<file path="config.mk">
export PLATFORM = sky130hd
export DESIGN_NAME = uil_top
export DESIGN_NICKNAME = d
export VERILOG_FILES = /design/src/uil_pkg.sv /design/src/uil_top.sv
export VERILOG_INCLUDE_DIRS = /design/src /design/src/src
export SDC_FILE = /design/constraint.sdc
export NUM_CORES = 1
export LEC_CHECK = 0
export BUFFER_PORTS_ARGS = -buffer_cell sky130_fd_sc_hd__buf_2
export CORE_UTILIZATION = 46
export DETAILED_ROUTE_END_ITERATION = 10
export GPL_ROUTABILITY_DRIVEN = 0
export PLACE_DENSITY = 0.77
export SLEW_MARGIN = 5
export SYNTH_ARGS = -nofsm -noshare
export SYNTH_HDL_FRONTEND = slang
export SYNTH_SLANG_ARGS = --single-unit
export TNS_END_PERCENT = 100
</file>
<file path="constraint.sdc">
create_clock -name CLK_I -period 2.4 [get_ports CLK_I]
set_clock_uncertainty 0.2 [all_clocks]
set_input_delay 0 -clock CLK_I [delete_from_list [all_inputs] [get_ports CLK_I]]
set_output_delay 0 -clock CLK_I [all_outputs]
set_load 0.02 [all_outputs]
</file>
<file path="src/uil_defs.svh">
// register offsets, field positions, reset values and timing counts
// assumes inclusion by the design file and the bench
`ifndef UIL_DEFS_SVH
`define UIL_DEFS_SVH
// ---------------------------------------------------------------
// register byte offsets
// ---------------------------------------------------------------
`define UIL_OFF_ISR     16'h1FF7
`define UIL_OFF_IMSK    16'h1FF6
`define UIL_OFF_IACK    16'h1FF5
`define UIL_OFF_IER     16'h1FF3
`define UIL_OFF_SPR     16'h1FFA
`define UIL_OFF_SPRIE   16'h1FF9
`define UIL_OFF_MCU_CONTROL   16'h1FFC
`define UIL_OFF_GENERAL_MASK_REGISTER   16'h1FFD
`define UIL_OFF_CORE    16'h1FFE
// ---------------------------------------------------------------
// field positions
// ---------------------------------------------------------------
`define UIL_B_SOF       7
`define UIL_B_EOF2      6
`define UIL_B_RSVD      5
`define UIL_B_FE3       4
`define UIL_B_HEP0      3
`define UIL_B_FE2       2
`define UIL_B_FE1       1
`define UIL_B_FE0       0
`define UIL_B_SLEEP_ARM 5
`define UIL_B_SLEEP_SEL 4
`define UIL_B_SENSE_HI  3
`define UIL_B_SENSE_LO  2
`define UIL_B_LINE1_EN  7
`define UIL_B_GIE       7
`define UIL_B_BUSRST    3
`define UIL_B_RWUP      2
`define UIL_B_RSM       1
`define UIL_B_SUSP      0
// ---------------------------------------------------------------
// reset values and masks
// ---------------------------------------------------------------
`define UIL_RST_REG     8'h00
`define UIL_ISR_MASK    8'hDF
`define UIL_SPR_MASK    8'h0F
`define UIL_MCU_MASK    8'h3C
// ---------------------------------------------------------------
// timing
// ---------------------------------------------------------------
`define UIL_ENTRY_CYC   3'h4
`define UIL_JMP_CYC     3'h3
`define UIL_RETI_CYC    3'h4
`define UIL_EOF2_LEAD   16'h000A
`endif

</file>
<file path="src/uil_pkg.sv">
// types of the usb interrupt logic
// assumes the defs header for all numbers
package uil_pkg;
  typedef enum logic [2:0] {
    UIL_RUN,
    UIL_ENTRY,
    UIL_JUMP,
    UIL_RETI,
    UIL_ONE_INSN,
    UIL_SLEEP
  } uil_state_e;
  typedef logic [7:0] uil_byte_t;
endpackage

</file>
<file path="src/uil_top.sv">
// usb interrupt logic with core interrupt sequencer and register slave
// assumes avalon-mm master on the core clock, usb engine pulses
//
// The Avalon-MM slave port was chosen for this implementation.
`timescale 1ns/1ps
`default_nettype none
`include "uil_defs.svh"
module uil_top
  import uil_pkg::*;
#(
  parameter int FRAME_CYC = 12000
) (
  input  wire logic        CLK_I,
  input  wire logic        SRST_I,
  input  wire logic [15:0] AVS_ADDRESS_I,
  input  wire logic        AVS_READ_I,
  input  wire logic        AVS_WRITE_I,
  input  wire logic [31:0] AVS_WRITEDATA_I,
  output logic      [31:0] AVS_READDATA_O,
  output logic             AVS_WAITREQUEST_O,
  input  wire logic        SOF_VALID_I,
  input  wire logic [10:0] FRAME_NUM_I,
  input  wire logic [4:0]  EP_OUT_RX_I,
  input  wire logic [4:0]  EP_TX_DONE_I,
  input  wire logic [4:0]  EP_TX_READY_CLR_I,
  input  wire logic [4:0]  EP_SETUP_RX_I,
  input  wire logic        REMOTE_WAKE_I,
  input  wire logic        GLOBAL_SUSPEND_I,
  input  wire logic        RESUME_I,
  input  wire logic        BUS_RESET_I,
  input  wire logic        LINE1_I,
  input  wire logic        INSN_BOUNDARY_I,
  input  wire logic        SLEEP_INSN_I,
  input  wire logic        RETI_INSN_I,
  input  wire logic        WAKE_I,
  output logic             IRQ_ENTRY_O,
  output logic             PUSH_PC_O,
  output logic             POP_PC_O,
  output logic             VECTOR_EXEC_O,
  output logic [1:0]       VECTOR_SEL_O,
  output logic             SLEEP_O,
  output logic             POWER_DOWN_O,
  output logic             HUB_SUSPEND_O,
  output logic             RESUME_PROP_O,
  output logic [10:0]      FRAME_NUM_O,
  output logic             USB_IRQ_O
);
  if (FRAME_CYC <= 16 || FRAME_CYC > 65535) begin : g_bad_frame
    $error("FRAME_CYC out of range");
  end

  // flag visible ten clocks ahead of next frame start
  localparam logic [15:0] EOF2_AT =
    16'(FRAME_CYC) - `UIL_EOF2_LEAD - 16'h0001;

  // ---------------------------------------------------------------
  // state
  // ---------------------------------------------------------------
  typedef struct packed {
    uil_state_e  st;
    logic [2:0]  cnt;
    logic [1:0]  vec;
    uil_byte_t   isr;
    uil_byte_t   ier;
    uil_byte_t   imsk;
    uil_byte_t   spr;
    uil_byte_t   sprie;
    uil_byte_t   mcu_control;
    uil_byte_t   general_mask_register;
    logic        gie;
    logic        line1_prev;
    logic        line1_flag;
    logic [10:0] frame;
    logic [15:0] ftimer;
    logic        ack;
    logic [31:0] rdata;
    logic        hub_susp;
    logic        rsm_prop;
  } uil_state_s;

  uil_state_s q, d;

  // ---------------------------------------------------------------
  // helpers
  // ---------------------------------------------------------------
  function automatic logic hit(input logic [15:0] a, input logic [15:0] o);
    return a == o;
  endfunction

  logic       req_go;
  logic [7:0] ep_evt;
  logic       line1_evt;
  logic       usb_req;
  logic       spr_req;
  logic [1:0] sense;

  // endpoint events, index 3 is hub ep0, slots map to status bits
  genvar g;
  generate
    for (g = 0; g < 5; g++) begin : g_ep
      localparam int B = (g == 4) ? `UIL_B_FE3 : g;
      assign ep_evt[B] = EP_OUT_RX_I[g] | EP_SETUP_RX_I[g]
        | (EP_TX_READY_CLR_I[g] & EP_TX_DONE_I[g])
        | EP_TX_DONE_I[g];
    end
  endgenerate
  assign ep_evt[7:5] = 3'h0;

  always_comb begin
    sense = q.mcu_control[`UIL_B_SENSE_HI:`UIL_B_SENSE_LO];
    case (sense)
      2'b00:   line1_evt = ~LINE1_I;
      2'b10:   line1_evt = q.line1_prev & ~LINE1_I;
      2'b11:   line1_evt = ~q.line1_prev & LINE1_I;
      default: line1_evt = 1'b0;
    endcase
  end

  assign usb_req = |(q.isr & q.ier & ~q.imsk & `UIL_ISR_MASK);
  assign spr_req = |(q.spr & q.sprie & `UIL_SPR_MASK);
  assign req_go  = q.gie & (usb_req | spr_req
    | (q.line1_flag & q.general_mask_register[`UIL_B_LINE1_EN]));

  // ---------------------------------------------------------------
  // next state
  // ---------------------------------------------------------------
  always_comb begin
    logic [7:0] wb;
    logic       wr;
    wb = AVS_WRITEDATA_I[7:0];
    wr = AVS_WRITE_I & q.ack; // write lands as the wait ends
    d = q;
    d.ack = (AVS_READ_I | AVS_WRITE_I) & ~q.ack;
    d.line1_prev = LINE1_I;

    // frame timer and usb status
    d.ftimer = SOF_VALID_I ? 16'h0000 : q.ftimer + 16'h0001;
    if (SOF_VALID_I) begin
      d.frame = FRAME_NUM_I;
    end
    if (wr && hit(AVS_ADDRESS_I, `UIL_OFF_IACK)) begin
      d.isr = q.isr & ~wb;
    end
    d.isr = d.isr | ep_evt;
    d.isr[`UIL_B_SOF] = d.isr[`UIL_B_SOF] | SOF_VALID_I;
    d.isr[`UIL_B_EOF2] = d.isr[`UIL_B_EOF2]
      | (q.ftimer == EOF2_AT);
    d.isr[`UIL_B_RSVD] = 1'b0;

    // suspend and resume: write zero clears
    if (wr && hit(AVS_ADDRESS_I, `UIL_OFF_SPR)) begin
      d.spr = q.spr & (wb | ~`UIL_SPR_MASK);
    end
    d.spr[`UIL_B_RWUP] = d.spr[`UIL_B_RWUP] | REMOTE_WAKE_I;
    d.spr[`UIL_B_SUSP] = d.spr[`UIL_B_SUSP] | GLOBAL_SUSPEND_I;
    d.spr[`UIL_B_RSM] = d.spr[`UIL_B_RSM] | RESUME_I;
    d.spr[`UIL_B_BUSRST] = d.spr[`UIL_B_BUSRST]
      | (BUS_RESET_I & q.sprie[`UIL_B_BUSRST]);
    d.spr = d.spr & `UIL_SPR_MASK;
    if (GLOBAL_SUSPEND_I) begin
      d.hub_susp = 1'b1;
    end
    if (RESUME_I) begin
      d.hub_susp = 1'b0;
    end
    d.rsm_prop = RESUME_I;

    // control registers
    if (wr) begin
      if (hit(AVS_ADDRESS_I, `UIL_OFF_IER))
        d.ier = wb & `UIL_ISR_MASK;
      if (hit(AVS_ADDRESS_I, `UIL_OFF_IMSK))
        d.imsk = wb & `UIL_ISR_MASK;
      if (hit(AVS_ADDRESS_I, `UIL_OFF_SPRIE)) d.sprie = wb;
      if (hit(AVS_ADDRESS_I, `UIL_OFF_MCU_CONTROL)) d.mcu_control = wb & `UIL_MCU_MASK;
      if (hit(AVS_ADDRESS_I, `UIL_OFF_GENERAL_MASK_REGISTER)) d.general_mask_register = wb & 8'h80;
      if (hit(AVS_ADDRESS_I, `UIL_OFF_CORE))  d.gie = wb[`UIL_B_GIE];
    end

    // line one flag, cleared by write of one or on line one vector entry
    if (wr && hit(AVS_ADDRESS_I, `UIL_OFF_GENERAL_MASK_REGISTER) && wb[0]) begin
      d.line1_flag = 1'b0;
    end
    if (line1_evt) begin
      d.line1_flag = 1'b1;
    end

    // core interrupt sequencer
    d.cnt = q.cnt - 3'h1;
    case (q.st)
      UIL_RUN: begin
        if (req_go && INSN_BOUNDARY_I) begin
          d.st  = UIL_ENTRY;
          d.cnt = `UIL_ENTRY_CYC - 3'h1;
          d.gie = 1'b0;
          d.vec = usb_req ? 2'd1 : (spr_req ? 2'd2 : 2'd3);
          if (!(usb_req | spr_req)) d.line1_flag = line1_evt;
        end else if (RETI_INSN_I && INSN_BOUNDARY_I) begin
          d.st  = UIL_RETI;
          d.cnt = `UIL_RETI_CYC - 3'h1;
        end else if (SLEEP_INSN_I && INSN_BOUNDARY_I
                     && q.mcu_control[`UIL_B_SLEEP_ARM]) begin
          d.st = UIL_SLEEP;
        end
      end
      UIL_ENTRY: begin
        if (q.cnt == 3'h0) begin
          d.st  = UIL_JUMP;
          d.cnt = `UIL_JMP_CYC - 3'h1;
        end
      end
      UIL_JUMP: begin
        if (q.cnt == 3'h0) d.st = UIL_RUN;
      end
      UIL_RETI: begin
        if (q.cnt == 3'h0) begin
          d.st  = UIL_ONE_INSN;
          d.gie = 1'b1;
        end
      end
      UIL_ONE_INSN: begin
        if (INSN_BOUNDARY_I) d.st = UIL_RUN;
      end
      UIL_SLEEP: begin
        if (WAKE_I || req_go) d.st = UIL_RUN;
      end
      default: d.st = UIL_RUN;
    endcase

    // read data
    if (AVS_READ_I && !q.ack) begin
      d.rdata = 32'h0000_0000;
      if (hit(AVS_ADDRESS_I, `UIL_OFF_ISR))   d.rdata[7:0] = q.isr;
      if (hit(AVS_ADDRESS_I, `UIL_OFF_IMSK))  d.rdata[7:0] = q.imsk;
      if (hit(AVS_ADDRESS_I, `UIL_OFF_IER))   d.rdata[7:0] = q.ier;
      if (hit(AVS_ADDRESS_I, `UIL_OFF_SPR))   d.rdata[7:0] = q.spr;
      if (hit(AVS_ADDRESS_I, `UIL_OFF_SPRIE)) d.rdata[7:0] = q.sprie;
      if (hit(AVS_ADDRESS_I, `UIL_OFF_MCU_CONTROL)) d.rdata[7:0] = q.mcu_control;
      if (hit(AVS_ADDRESS_I, `UIL_OFF_GENERAL_MASK_REGISTER))
        d.rdata[7:0] = {q.general_mask_register[7], 6'h00, q.line1_flag};
      if (hit(AVS_ADDRESS_I, `UIL_OFF_CORE))  d.rdata[7:0] = {q.gie, 7'h00};
    end

    if (SRST_I) begin
      d = '0;
      d.st = UIL_RUN;
      d.line1_prev = 1'b1;
    end
  end

  always_ff @(posedge CLK_I) begin
    q <= d;
  end

  // ---------------------------------------------------------------
  // outputs
  // ---------------------------------------------------------------
  assign AVS_WAITREQUEST_O = (AVS_READ_I | AVS_WRITE_I) & ~q.ack;
  assign AVS_READDATA_O    = q.rdata;
  assign IRQ_ENTRY_O       = q.st == UIL_ENTRY;
  assign PUSH_PC_O         = q.st == UIL_ENTRY && q.cnt >= 3'h2;
  assign POP_PC_O          = q.st == UIL_RETI && q.cnt >= 3'h2;
  assign VECTOR_EXEC_O     = q.st == UIL_JUMP;
  assign VECTOR_SEL_O      = q.vec;
  assign SLEEP_O           = q.st == UIL_SLEEP;
  assign POWER_DOWN_O      = SLEEP_O & q.mcu_control[`UIL_B_SLEEP_SEL];
  assign HUB_SUSPEND_O     = q.hub_susp;
  assign RESUME_PROP_O     = q.rsm_prop;
  assign FRAME_NUM_O       = q.frame;
  assign USB_IRQ_O         = usb_req;
endmodule
`default_nettype wire

</file>
==> summary.txt, run 1 <==
Yosys
  – Avg Cell Area, Syn: roughly 8 um2
  – Yosys cell types: 63
  – Most common library cells after synthesis: dfxtp_1, nor2_1, nand2_1, buf_4, a21oi_1
  – Top FF cell, synth: dfxtp_1
  – Synth Instances: approximately 550
  – XOR/XNOR share of the synthesized area: around 2.3%
  – Mux contribution to synthesized area: 4.22%
  – Register area share after synthesis: between 30% and 40%
  – Adder-Cell Fraction of Synth Area: 1.39%
  – Area leader, netlist: dfxtp_1
  – Top cell type's share of synthesized area: between 30% and 40%
  – Synth warn: 0
  – Cell Area, Synth: ~0.0045 mm2
  – Share of flip-flops with an asynchronous set or reset: 0%
  – Synth Area in Compound Gates: between 15 and 20%
  – Post-synth EDFFs: 0
  – Yosys reg bits: between 80 and 90
  – Synth Area in Simple Gates: a little over a quarter
  – Cell with the most instances after synthesis: dfxtp_1
  – Largest family of logic cells by synthesized area: simple AND/OR/NAND/NOR gates
  – Top cells by area, synth: dfxtp_1, buf_4, nor2_1

Final layout
  – Layout area overhead: 30.6%
  – Final Instance Area: between 0.005 and 0.006 mm2
  – Post-route insts no fill: 836
  – Layout cells sized above 1: between 20% and 30%
  – # nets final: 800
  – Antenna diode count: 0

Hold path
  – Hold path start: AVS_ADDRESS_I[2]
  – Hold EP: AVS_READDATA_O[3]
  – Hold Path Depth: 5
  – Tightest Hold Check Type: input pin to flip-flop

Placed design
  – Place WS: -0.118 ns
  – Post-DP Area: 0.00496 mm2
  – Placed cells: roughly 750
  – Port Buffer Count: 94
  – DP HPWL: between 8 and 9 mm

Critical path
  – CP arrival: around 2.3 ns
  – CP Max Fanout: 6
  – R2r setup slk: about 0.22 ns
  – Capturing point of the worst reg2reg path: q[125]
  – Worst Path Required: roughly 2.5 ns
  – Setup Crit Path Kind: input pin to flip-flop
  – Startpoint Class: input pin
  – Critical R2R Launch: q[128]
  – CP endpoint kind: flip-flop
  – Cells on worst reg2reg path: 5

Clocking
  – H-tree Lvls: 3
  – Clock sinks: a little under 90
  – Clock root cell: clkbuf_8
  – # Post-CTS Setup Buffers: 0
  – CTS Buf Count: 9
  – Worst skew pair latency: between 0.3 and 0.4 ns
  – Clock-pin slew on the worst setup and hold paths: about 0.090 ns
  – CTS tree: built
  – CTS max path bufs: 2

Floorplanning
  – I/O pin total: between 100 and 150
  – Die width: approximately 100 um
  – Core Area: roughly 0.0094 mm2
  – # rows: 35
  – Die area: 0.0102 mm2
  – DIE HEIGHT: 101 um
  – Initial Util: about half

Drt
  – Vias per cell: ~5.5
  – Total Wirelength: approximately 13 mm
  – Routed Antenna Nets: 0
  – WL/cell: about 15 um
  – Via count: between 4000 and 5000
  – 1st-iter DRT viols: ~300
  – DRC viols: 0
  – TritonRoute pass-1 iters: 5

Power
  – Worst VDD drop: between 300 and 400 uV
  – Pleak: approximately 2.4 nW
  – Pwr Density: 550 mW/mm2

Timing
  – Worst slew pin tran: roughly 0.79 ns
  – Crit path time final: approximately 2.3 ns
  – Hold Violations, Final: 0
  – Rel. slew slack: between 40% and 50%
  – RSZ-0062 raised after global routing: no
  – Fin Hold WS: approximately 0.065 ns
  – Period utilisation layout: 94.1%
  – Setup violators final: 0
  – Setup TNS Final: 0 ns
  – Worst setup slack after layout: 0.140 ns
  – Slew Limit Fails: 0
  – Max Clk Rate: approximately 440 MHz

Global route
  – Largest net degree at the start of global routing: 34
  – Total grt overflow: 0
  – Vias in the first global route: between 4000 and 5000
  – Initial antenna violation count: 0
  – First-pass GRT wire length: between 20 and 25 mm
  – Tot GR Track Use: between 20% and 30%

Run
  – Max-Cap Viols: 0

Outcome
  – Status: completed
[placed cells by master (no fill, tap or decap), types with 3 or more instances in the layout]
master	instances
o21ai_0	14
a2bb2oi_1	4
nand3_1	32
ha_1	5
a2111oi_2	5
nand4_1	8
a311oi_1	3
or3_1	7
dlygate4sd3_1	69
xor2_1	9
clkbuf_8	9
a21oi_1	40
dfxtp_1	87
nor3_1	22
nor2b_1	9
buf_4	20
nand2_1	61
inv_1	12
mux2i_1	19
nor4_1	4
a22oi_1	5
xnor2_1	3
nor2_1	63
and3_1	8
nand2b_1	5
nand3b_1	9
a31oi_1	4
conb_1	24
buf_2	94
[area by class of cell]
type	count	area, um2
Clock buffer	9	124
Multi-Input combinational cell	408	2380
Clock inverter	7	105
Sequential cell	87	1740
Timing Repair Buffer	184	1330
Tap cell	129	161
Inverter	12	45.0
Fill cell	808	3490
[how the worst max path moves through the flow]
stage / from / end / slack, ns / cells past startpoint
6_report: AVS_ADDRESS_I[13] / q[92] / 0.14 / 8
5_1_grt: q[127] / q[125] / 0.03 / 5
3_5_place_dp: AVS_ADDRESS_I[13] / AVS_READDATA_O[7] / -0.12 / 7
3_3_place_gp: AVS_ADDRESS_I[13] / AVS_READDATA_O[7] / -0.08 / 7
4_1_cts: AVS_ADDRESS_I[13] / q[91] / 0.1 / 8
2_1_floorplan: AVS_ADDRESS_I[13] / q[113] / 0.01 / 8
[sequential cells by signal, indices dropped and copies added, names as in the netlist]
register,flops
FRAME_NUM_O,11
HUB_SUSPEND_O,1
AVS_READDATA_O,8
RESUME_PROP_O,1
VECTOR_SEL_O,2
q,64
[logic make-up (layout without fill, tap and decap cells)]
logic type	Yosys count	in the layout
adders and majority gates	5	5
other	1	24
AOI/OAI and AO/OA	102	102
xor gates and xnor gates	12	12
and+or+nand+nor	246	246
buffers and inverters	80	212
muxes	19	19
DFF	87	87
[layer usage]
| metal | up-vias | part of all wire (%) | global-route usage [%] | wire, um |
|---|---|---|---|---|
| met5 | - | 0 | 0 | 0 |
| met4 | 0 | 1.7 | 8.92 | 223 |
| met3 | 18 | 6.5 | 4.92 | 840 |
| met2 | 193 | 50 | 44.9 | 6430 |
| met1 | 2162 | 42 | 30.7 | 5430 |
| li1 | 2192 | - | - | - |
[repair_timing]
item	CTS	global route
hold buffers	69	0
resized for setup	0	3
endpoints found under the hold margin	70	0
setup endpoints to repair	0	4
[report_power, final]
part	switching [mW]	internal, mW	total, mW
Combinational	0.295	0.236	0.531
Sequential	0.0469	1.49	1.54
Clock	0.568	0.601	1.17
[per-stage QoR]
step	total power, mW	utilization [%]
2_1_floorplan	1.87	-
3_3_place_gp	1.97	52.9
3_5_place_dp	1.99	52.9
4_1_cts	3.23	62.7
5_1_grt	3.37	62.8
6_report	3.24	62.8
[critical path, stage by stage]
cell,delay [ns]
buf_2,0.10
or4b_1,0.55
buf_4,0.18
nor4_2,0.33
nand3_1,0.27
o21ai_0,0.23
a21oi_1,0.08
dlygate4sd3_1,0.57
Power figures use the tool's default switching activity.
==> run 2, diff against run 1 <==
- REMOVE_ABC_BUFFERS: not set -> 1
==> summary.txt, run 2 (synthesis results as in run 1) <==
Critical path
  – Worst Path Required: 2.46 ns (about the same)
  – Buf/Inv on CP: 3 (unchanged)
  – Cells along the critical path: buf_2 -> or4b_1 -> buf_4 -> nor4_2 -> nand3_1 -> o21ai_0 -> a21oi_1 -> dlygate4sd3_1 (unchanged)
  – CP endpoint kind: flip-flop (unchanged)
  – Setup Crit Path Kind: input pin to flip-flop (unchanged)
  – CP arrival: 2.36 ns (was 2.32 ns)
  – Critical R2R Launch: q[34] (was q[128])
  – Crit-path max cell delay: 0.58 ns (was 0.57 ns)
  – Startpoint Class: input pin (unchanged)
  – Delay-heaviest family, CP: simple AND/OR/NAND/NOR gates (unchanged)
  – Slowest CP cell: dlygate4sd3_1 (unchanged)
  – Setup crit start: AVS_ADDRESS_I[13] (unchanged)
  – CP Max Fanout: 6 (unchanged)

Final layout
  – Final Instance Area: 0.00584 mm2 (was 0.00589 mm2)
  – Layout cells sized above 1: 21.0% (was 20.4%)
  – Layout area overhead: 29.6% (was 30.6%)
  – Antenna diode count: 0 (unchanged)
  – Post-route insts no fill: 834 (was 836)
  – Top reg by flops: q (unchanged)
  – Finished Core Util: 62.3% (was 62.8%)
  – # nets final: 798 (was 800)
  – Most frequent cells in the layout: buf_2, dfxtp_1, nor2_1, dlygate4sd3_1, nand2_1 (was buf_2, dfxtp_1, dlygate4sd3_1, nor2_1, nand2_1)
  – Area of the multi-input gates: 0.00238 mm2 (about the same)
  – Fillers: 798 (was 808)
  – Most common cell after layout, fill and taps aside: buf_2 (unchanged)
  – FF/Latch Area: 0.00174 mm2 (unchanged)
  – Max FFs per register: 64 (unchanged)

Global route
  – Tot GR Track Use: 25.9% (was 25.4%)
  – Largest net degree at the start of global routing: 54 (was 34)
  – Grt met3 use: 4.09% (was 4.92%)
  – Met1 usage: 31.1% (was 30.7%)
  – Top Usage Layer GRT: met2 (unchanged)
  – Total grt overflow: 0 (unchanged)
  – Vias in the first global route: 4446 (was 4268)
  – Global Route met2 Usage: 46.8% (was 44.9%)
  – First-pass GRT wire length: 20.8 mm (was 20.4 mm)
  – Initial antenna violation count: 0 (unchanged)

Timing
  – Hold Violations, Final: 0 (unchanged)
  – Worst setup slack after layout: 0.101 ns (was 0.140 ns)
  – RSZ-0062 raised after global routing: no (unchanged)
  – Fin Hold WS: 0.0193 ns (was 0.0654 ns)
  – Crit path time final: 2.30 ns (was 2.26 ns)
  – Period utilisation layout: 95.8% (was 94.1%)
  – Rel. slew slack: 50.6% (was 47.2%)
  – Setup violators final: 0 (unchanged)
  – Worst slew pin tran: 0.722 ns (was 0.786 ns)
  – Setup TNS Final: 0 ns (unchanged)
  – Max Clk Rate: 435 MHz (was 443 MHz)
  – Slew Limit Fails: 0 (unchanged)

Power
  – Pleak: 2.38 nW (was 2.41 nW)
  – Sw Ratio: 28.0% (was 28.1%)
  – Pwr Density: 551 mW/mm2 (was 550 mW/mm2)
  – Switch Pwr: 899 uW (was 910 uW)
  – Clock power share: 36.2% (was 36.1%)
  – Int Power: 2.32 mW (was 2.33 mW)
  – Final total power: 3.21 mW (was 3.24 mW)
  – Combinational share of power: 15.9% (was 16.4%)
  – Worst VDD drop: 383 uV (was 311 uV)
  – Seq pwr share: 47.8% (was 47.5%)

Drt
  – DRC viols: 0 (unchanged)
  – Total Wirelength: 12.9 mm (about the same)
  – Via count: 4598 (was 4565)
  – Vias per cell: 5.51 (was 5.46)
  – 1st-iter DRT viols: 288 (was 303)
  – TritonRoute pass-1 iters: 5 (unchanged)
  – WL/cell: 15.4 um (was 15.5 um)
  – Routed Antenna Nets: 0 (unchanged)

Run
  – Max-Cap Viols: 0 (unchanged)

Clocking
  – Clock root cell: clkbuf_8 (unchanged)
  – Clock-pin slew on the worst setup and hold paths: 0.09 ns (about the same)
  – Worst skew pair latency: 0.37 ns (about the same)
  – CTS max path bufs: 2 (unchanged)
  – # Post-CTS Setup Buffers: 0 (unchanged)
  – CTS Buf Count: 9 (unchanged)
  – Clock sinks: 87 (unchanged)
  – CTS tree: built (unchanged)
  – H-tree Lvls: 3 (unchanged)

Floorplanning
  – # rows: 35 (unchanged)
  – Core Area: 0.00937 mm2 (unchanged)
  – Die area: 0.0102 mm2 (unchanged)
  – Initial Util: 48.1% (unchanged)
  – I/O pin total: 148 (unchanged)
  – Die width: 101 um (unchanged)
  – DIE HEIGHT: 101 um (unchanged)

Hold path
  – Hold path start: AVS_ADDRESS_I[2] (unchanged)
  – Tightest Hold Check Type: input pin to flip-flop (unchanged)

Placed design
  – Place WS: -0.0913 ns (was -0.118 ns)
  – Placed cells: 755 (was 751)
  – DP HPWL: 8.56 mm (was 8.85 mm)
  – Post-DP Area: 0.00497 mm2 (was 0.00496 mm2)
  – Port Buffer Count: 94 (unchanged)

Outcome
  – Status: completed (unchanged)
run 2: area by class of cell:
type,count,share of cell area (%)
multi-input combinational,408,40.7
sequential,87,29.8
timing repair buffer,182,22.1
tap,129,2.76
clock buffer,9,2.12
clock inverter,7,1.74
inverter,12,0.772
run 2: repair_timing:
action / CTS / global route
hold endpoints to repair: 69 / 0
endpoints found under the setup margin: 0 / 3
hold buffers: 63 / 0
gates resized for setup: 0 / 2
run 2: worst paths after layout:
kind	end	slack [ns]	cells past startpoint
worst min register to register	q[86]	0.26	2
worst max register to register	q[92]	0.18	5
worst min-delay path	AVS_READDATA_O[1]	0.02	4
worst max-delay path	q[92]	0.10	8
run 2: power groups by stage:
| stage | clock, mW | combinational [mW] | sequential, mW |
|---|---|---|---|
| 2_1_floorplan | 0 | 0.229 | 1.57 |
| 3_3_place_gp | 0 | 0.399 | 1.56 |
| 3_5_place_dp | 0 | 0.412 | 1.57 |
| 4_1_cts | 1.17 | 0.498 | 1.53 |
| 5_1_grt | 1.23 | 0.562 | 1.54 |
| 6_report | 1.16 | 0.512 | 1.54 |
run 2: worst min-delay path: cells and delay by family:
kind	cells	cell delay (ns)
and+or+nand+nor	1	0.07
AOI/OAI and AO/OA	2	0.34
buffers and inverters	1	0.14
run 2: layer usage:
layer | vias up | part of all wire, % | wire (um)
li1 | 2184 | - | -
met3 | 23 | 7.1 | 918
met5 | - | 0 | 0
met4 | 0 | 1.6 | 210
met1 | 2169 | 40 | 5200
met2 | 222 | 51 | 6540
==> run 3, diff against run 2 <==
- CORE_UTILIZATION: 46 -> 48
- CTS_BUF_LIST: not set -> sky130_fd_sc_hd__clkbuf_8
- PLACE_DENSITY: 0.77 -> 0.81
==> summary.txt, run 3 (synthesis results as in run 1) <==
Outcome
  – Status: completed (unchanged)

Drt
  – Total Wirelength: 12.8 mm (was 12.9 mm)
  – Via count: 4591 (was 4598)
  – Vias per cell: 5.66 (was 5.51)
  – TritonRoute pass-1 iters: 6 (was 5)
  – DRC viols: 0 (unchanged)
  – Routed Antenna Nets: 0 (unchanged)
  – WL/cell: 15.8 um (was 15.4 um)
  – 1st-iter DRT viols: 357 (was 288)

Critical path
  – CP Max Fanout: 6 (unchanged)
  – Crit-path max cell delay: 0.56 ns (was 0.58 ns)
  – Cells along the critical path: buf_2 -> or4b_1 -> buf_4 -> nor4_2 -> nand3_1 -> o21ai_0 -> a21oi_1 -> dlygate4sd3_1 (unchanged)
  – CP endpoint kind: flip-flop (unchanged)
  – Delay-heaviest family, CP: simple AND/OR/NAND/NOR gates (unchanged)
  – Cells on worst reg2reg path: 7 (was 5)
  – CP arrival: 2.32 ns (was 2.36 ns)
  – Setup Crit Path Kind: input pin to flip-flop (unchanged)
  – Slowest CP cell: dlygate4sd3_1 (unchanged)
  – Startpoint Class: input pin (unchanged)
  – Buf/Inv on CP: 3 (unchanged)
  – R2r setup slk: 0.18 ns (about the same)
  – Capturing point of the worst reg2reg path: q[128] (was q[92])
  – Critical R2R Launch: q[84] (was q[34])
  – Worst Path Required: 2.45 ns (was 2.46 ns)

Placed design
  – Placed cells: 733 (was 755)
  – Port Buffer Count: 94 (unchanged)
  – DP HPWL: 8.41 mm (was 8.56 mm)

Floorplanning
  – I/O pin total: 148 (unchanged)
  – Die area: 0.00978 mm2 (was 0.0102 mm2)
  – # rows: 34 (was 35)
  – DIE HEIGHT: 98.9 um (was 101 um)
  – Core Area: 0.00889 mm2 (was 0.00937 mm2)
  – Die width: 98.9 um (was 101 um)
  – Initial Util: 50.7% (was 48.1%)

Clocking
  – Worst skew pair latency: 0.36 ns (was 0.37 ns)
  – CTS max path bufs: 2 (unchanged)
  – CTS tree: built (unchanged)
  – Clock sinks: 87 (unchanged)
  – CTS Buf Count: 9 (unchanged)
  – Clock-pin slew on the worst setup and hold paths: 0.09 ns (about the same)
  – Clock root cell: clkbuf_8 (unchanged)
  – H-tree Lvls: 3 (unchanged)

Final layout
  – Area of the multi-input gates: 0.00238 mm2 (about the same)
  – Most frequent cells in the layout: buf_2, dfxtp_1, nor2_1, dlygate4sd3_1, nand2_1 (unchanged)
  – Fillers: 720 (was 798)
  – # nets final: 796 (was 798)
  – FF/Latch Area: 0.00174 mm2 (unchanged)
  – Top reg by flops: q (unchanged)
  – Antenna diode count: 0 (unchanged)
  – Layout cells sized above 1: 20.8% (was 21.0%)
  – Post-route insts no fill: 811 (was 834)
  – Layout area overhead: 28.5% (was 29.6%)
  – Max FFs per register: 64 (unchanged)
  – Most common cell after layout, fill and taps aside: buf_2 (unchanged)

Run
  – Max-Cap Viols: 0 (unchanged)

Timing
  – Setup TNS Final: 0 ns (unchanged)
  – Slew Limit Fails: 0 (unchanged)
  – Fin Hold WS: 0.0302 ns (was 0.0193 ns)
  – Rel. slew slack: 48.0% (was 50.6%)
  – Period utilisation layout: 94.4% (was 95.8%)
  – Hold Violations, Final: 0 (unchanged)
  – Crit path time final: 2.27 ns (was 2.30 ns)
  – Max Clk Rate: 441 MHz (was 435 MHz)
  – Worst slew pin tran: 0.761 ns (was 0.722 ns)
  – Setup violators final: 0 (unchanged)

Power
  – Pwr Density: 551 mW/mm2 (about the same)
  – Worst VDD drop: 373 uV (was 383 uV)
  – Pleak: 2.37 nW (was 2.38 nW)

Global route
  – Global Route met2 Usage: 44.4% (was 46.8%)
  – Total grt overflow: 0 (unchanged)
  – First-pass GRT wire length: 20.6 mm (was 20.8 mm)
  – Met1 usage: 33.8% (was 31.1%)
  – Initial antenna violation count: 0 (unchanged)
  – Largest net degree at the start of global routing: 35 (was 54)
  – Vias in the first global route: 4339 (was 4446)
  – Top Usage Layer GRT: met2 (unchanged)
  – Grt met3 use: 4.40% (was 4.09%)
  – Tot GR Track Use: 26.5% (was 25.9%)

Hold path
  – Hold Path Depth: 5 (was 4)
  – Tightest Hold Check Type: input pin to flip-flop (unchanged)
  – Hold EP: AVS_READDATA_O[3] (was AVS_READDATA_O[1])
  – Hold path start: AVS_ADDRESS_I[3] (was AVS_ADDRESS_I[2])
## run 3: cell types whose count changed in the layout (fill, tap and decap cells not counted)
| cell | before | now |
|---|---|---|
| clkinvlp_4 | 2 | 1 |
| and2_4 | 0 | 1 |
| buf_4 | 25 | 24 |
| inv_6 | 3 | 1 |
| dlygate4sd3_1 | 63 | 62 |
| clkinv_4 | 0 | 2 |
| and2_2 | 1 | 0 |
| inv_1 | 12 | 13 |
## run 3: worst max path at each step
stage,to,depth (start not counted),start
after global routing,q[89],8,AVS_ADDRESS_I[13]
after floorplan,AVS_READDATA_O[7],6,AVS_ADDRESS_I[13]
after detailed placement,AVS_READDATA_O[7],7,AVS_ADDRESS_I[13]
after CTS,q[92],5,q[34]
after global placement,AVS_READDATA_O[3],9,AVS_ADDRESS_I[13]
final,q[89],8,AVS_ADDRESS_I[13]
## run 3: where the power goes
group / total, mW / switching, mW / internal, mW
clock network: 1.14 / 0.550 / 0.590
registers: 1.54 / 0.0469 / 1.49
logic: 0.516 / 0.287 / 0.229
total: 3.19 / 0.885 / 2.31
## run 3: layout make-up
class | count | share of cell area (%)
well taps | 108 | 2.33
clock inverters | 7 | 1.69
clock buffers | 9 | 2.14
repair buffers | 180 | 21.9
multi-input cells | 408 | 41.0
inverters | 12 | 0.778
flip-flops and latches | 87 | 30.1
## run 3: tightest hold or removal path, cell delays in order
cell and delay [ns]:
buf_2 0.13, nor2b_1 0.07, nand4_1 0.09, a31o_2 0.17, a21oi_1 0.07
## run 3: what timing repair did
| item | in CTS | in global routing |
|---|---|---|
| endpoints found under the setup margin | 0 | 3 |
| hold buffers | 62 | 0 |
| endpoints found under the hold margin | 68 | 0 |
| setup buffers | 0 | 0 |
| gates resized for setup | 0 | 3 |
## run 3: metal layers
| metal | vias to the layer above | wire, um |
|---|---|---|
| li1 | 2187 | - |
| met1 | 2115 | 5280 |
| met2 | 253 | 6200 |
| met3 | 36 | 1070 |
| met4 | 0 | 279 |
| met5 | - | 0 |
## run 3: metrics by stage
stage                     power, mW  cell area (um2)  util [%]  setup slack (ns)
after floorplan                1.80             4160         -           -0.0795
after global placement         1.96             4940      55.6           -0.0284
after detailed placement       1.98             4940      55.6           -0.0704
after CTS                      3.17             5780      65.0            0.0520
after global routing           3.31             5790      65.1           -0.0231
final                          3.19             5790      65.1             0.134
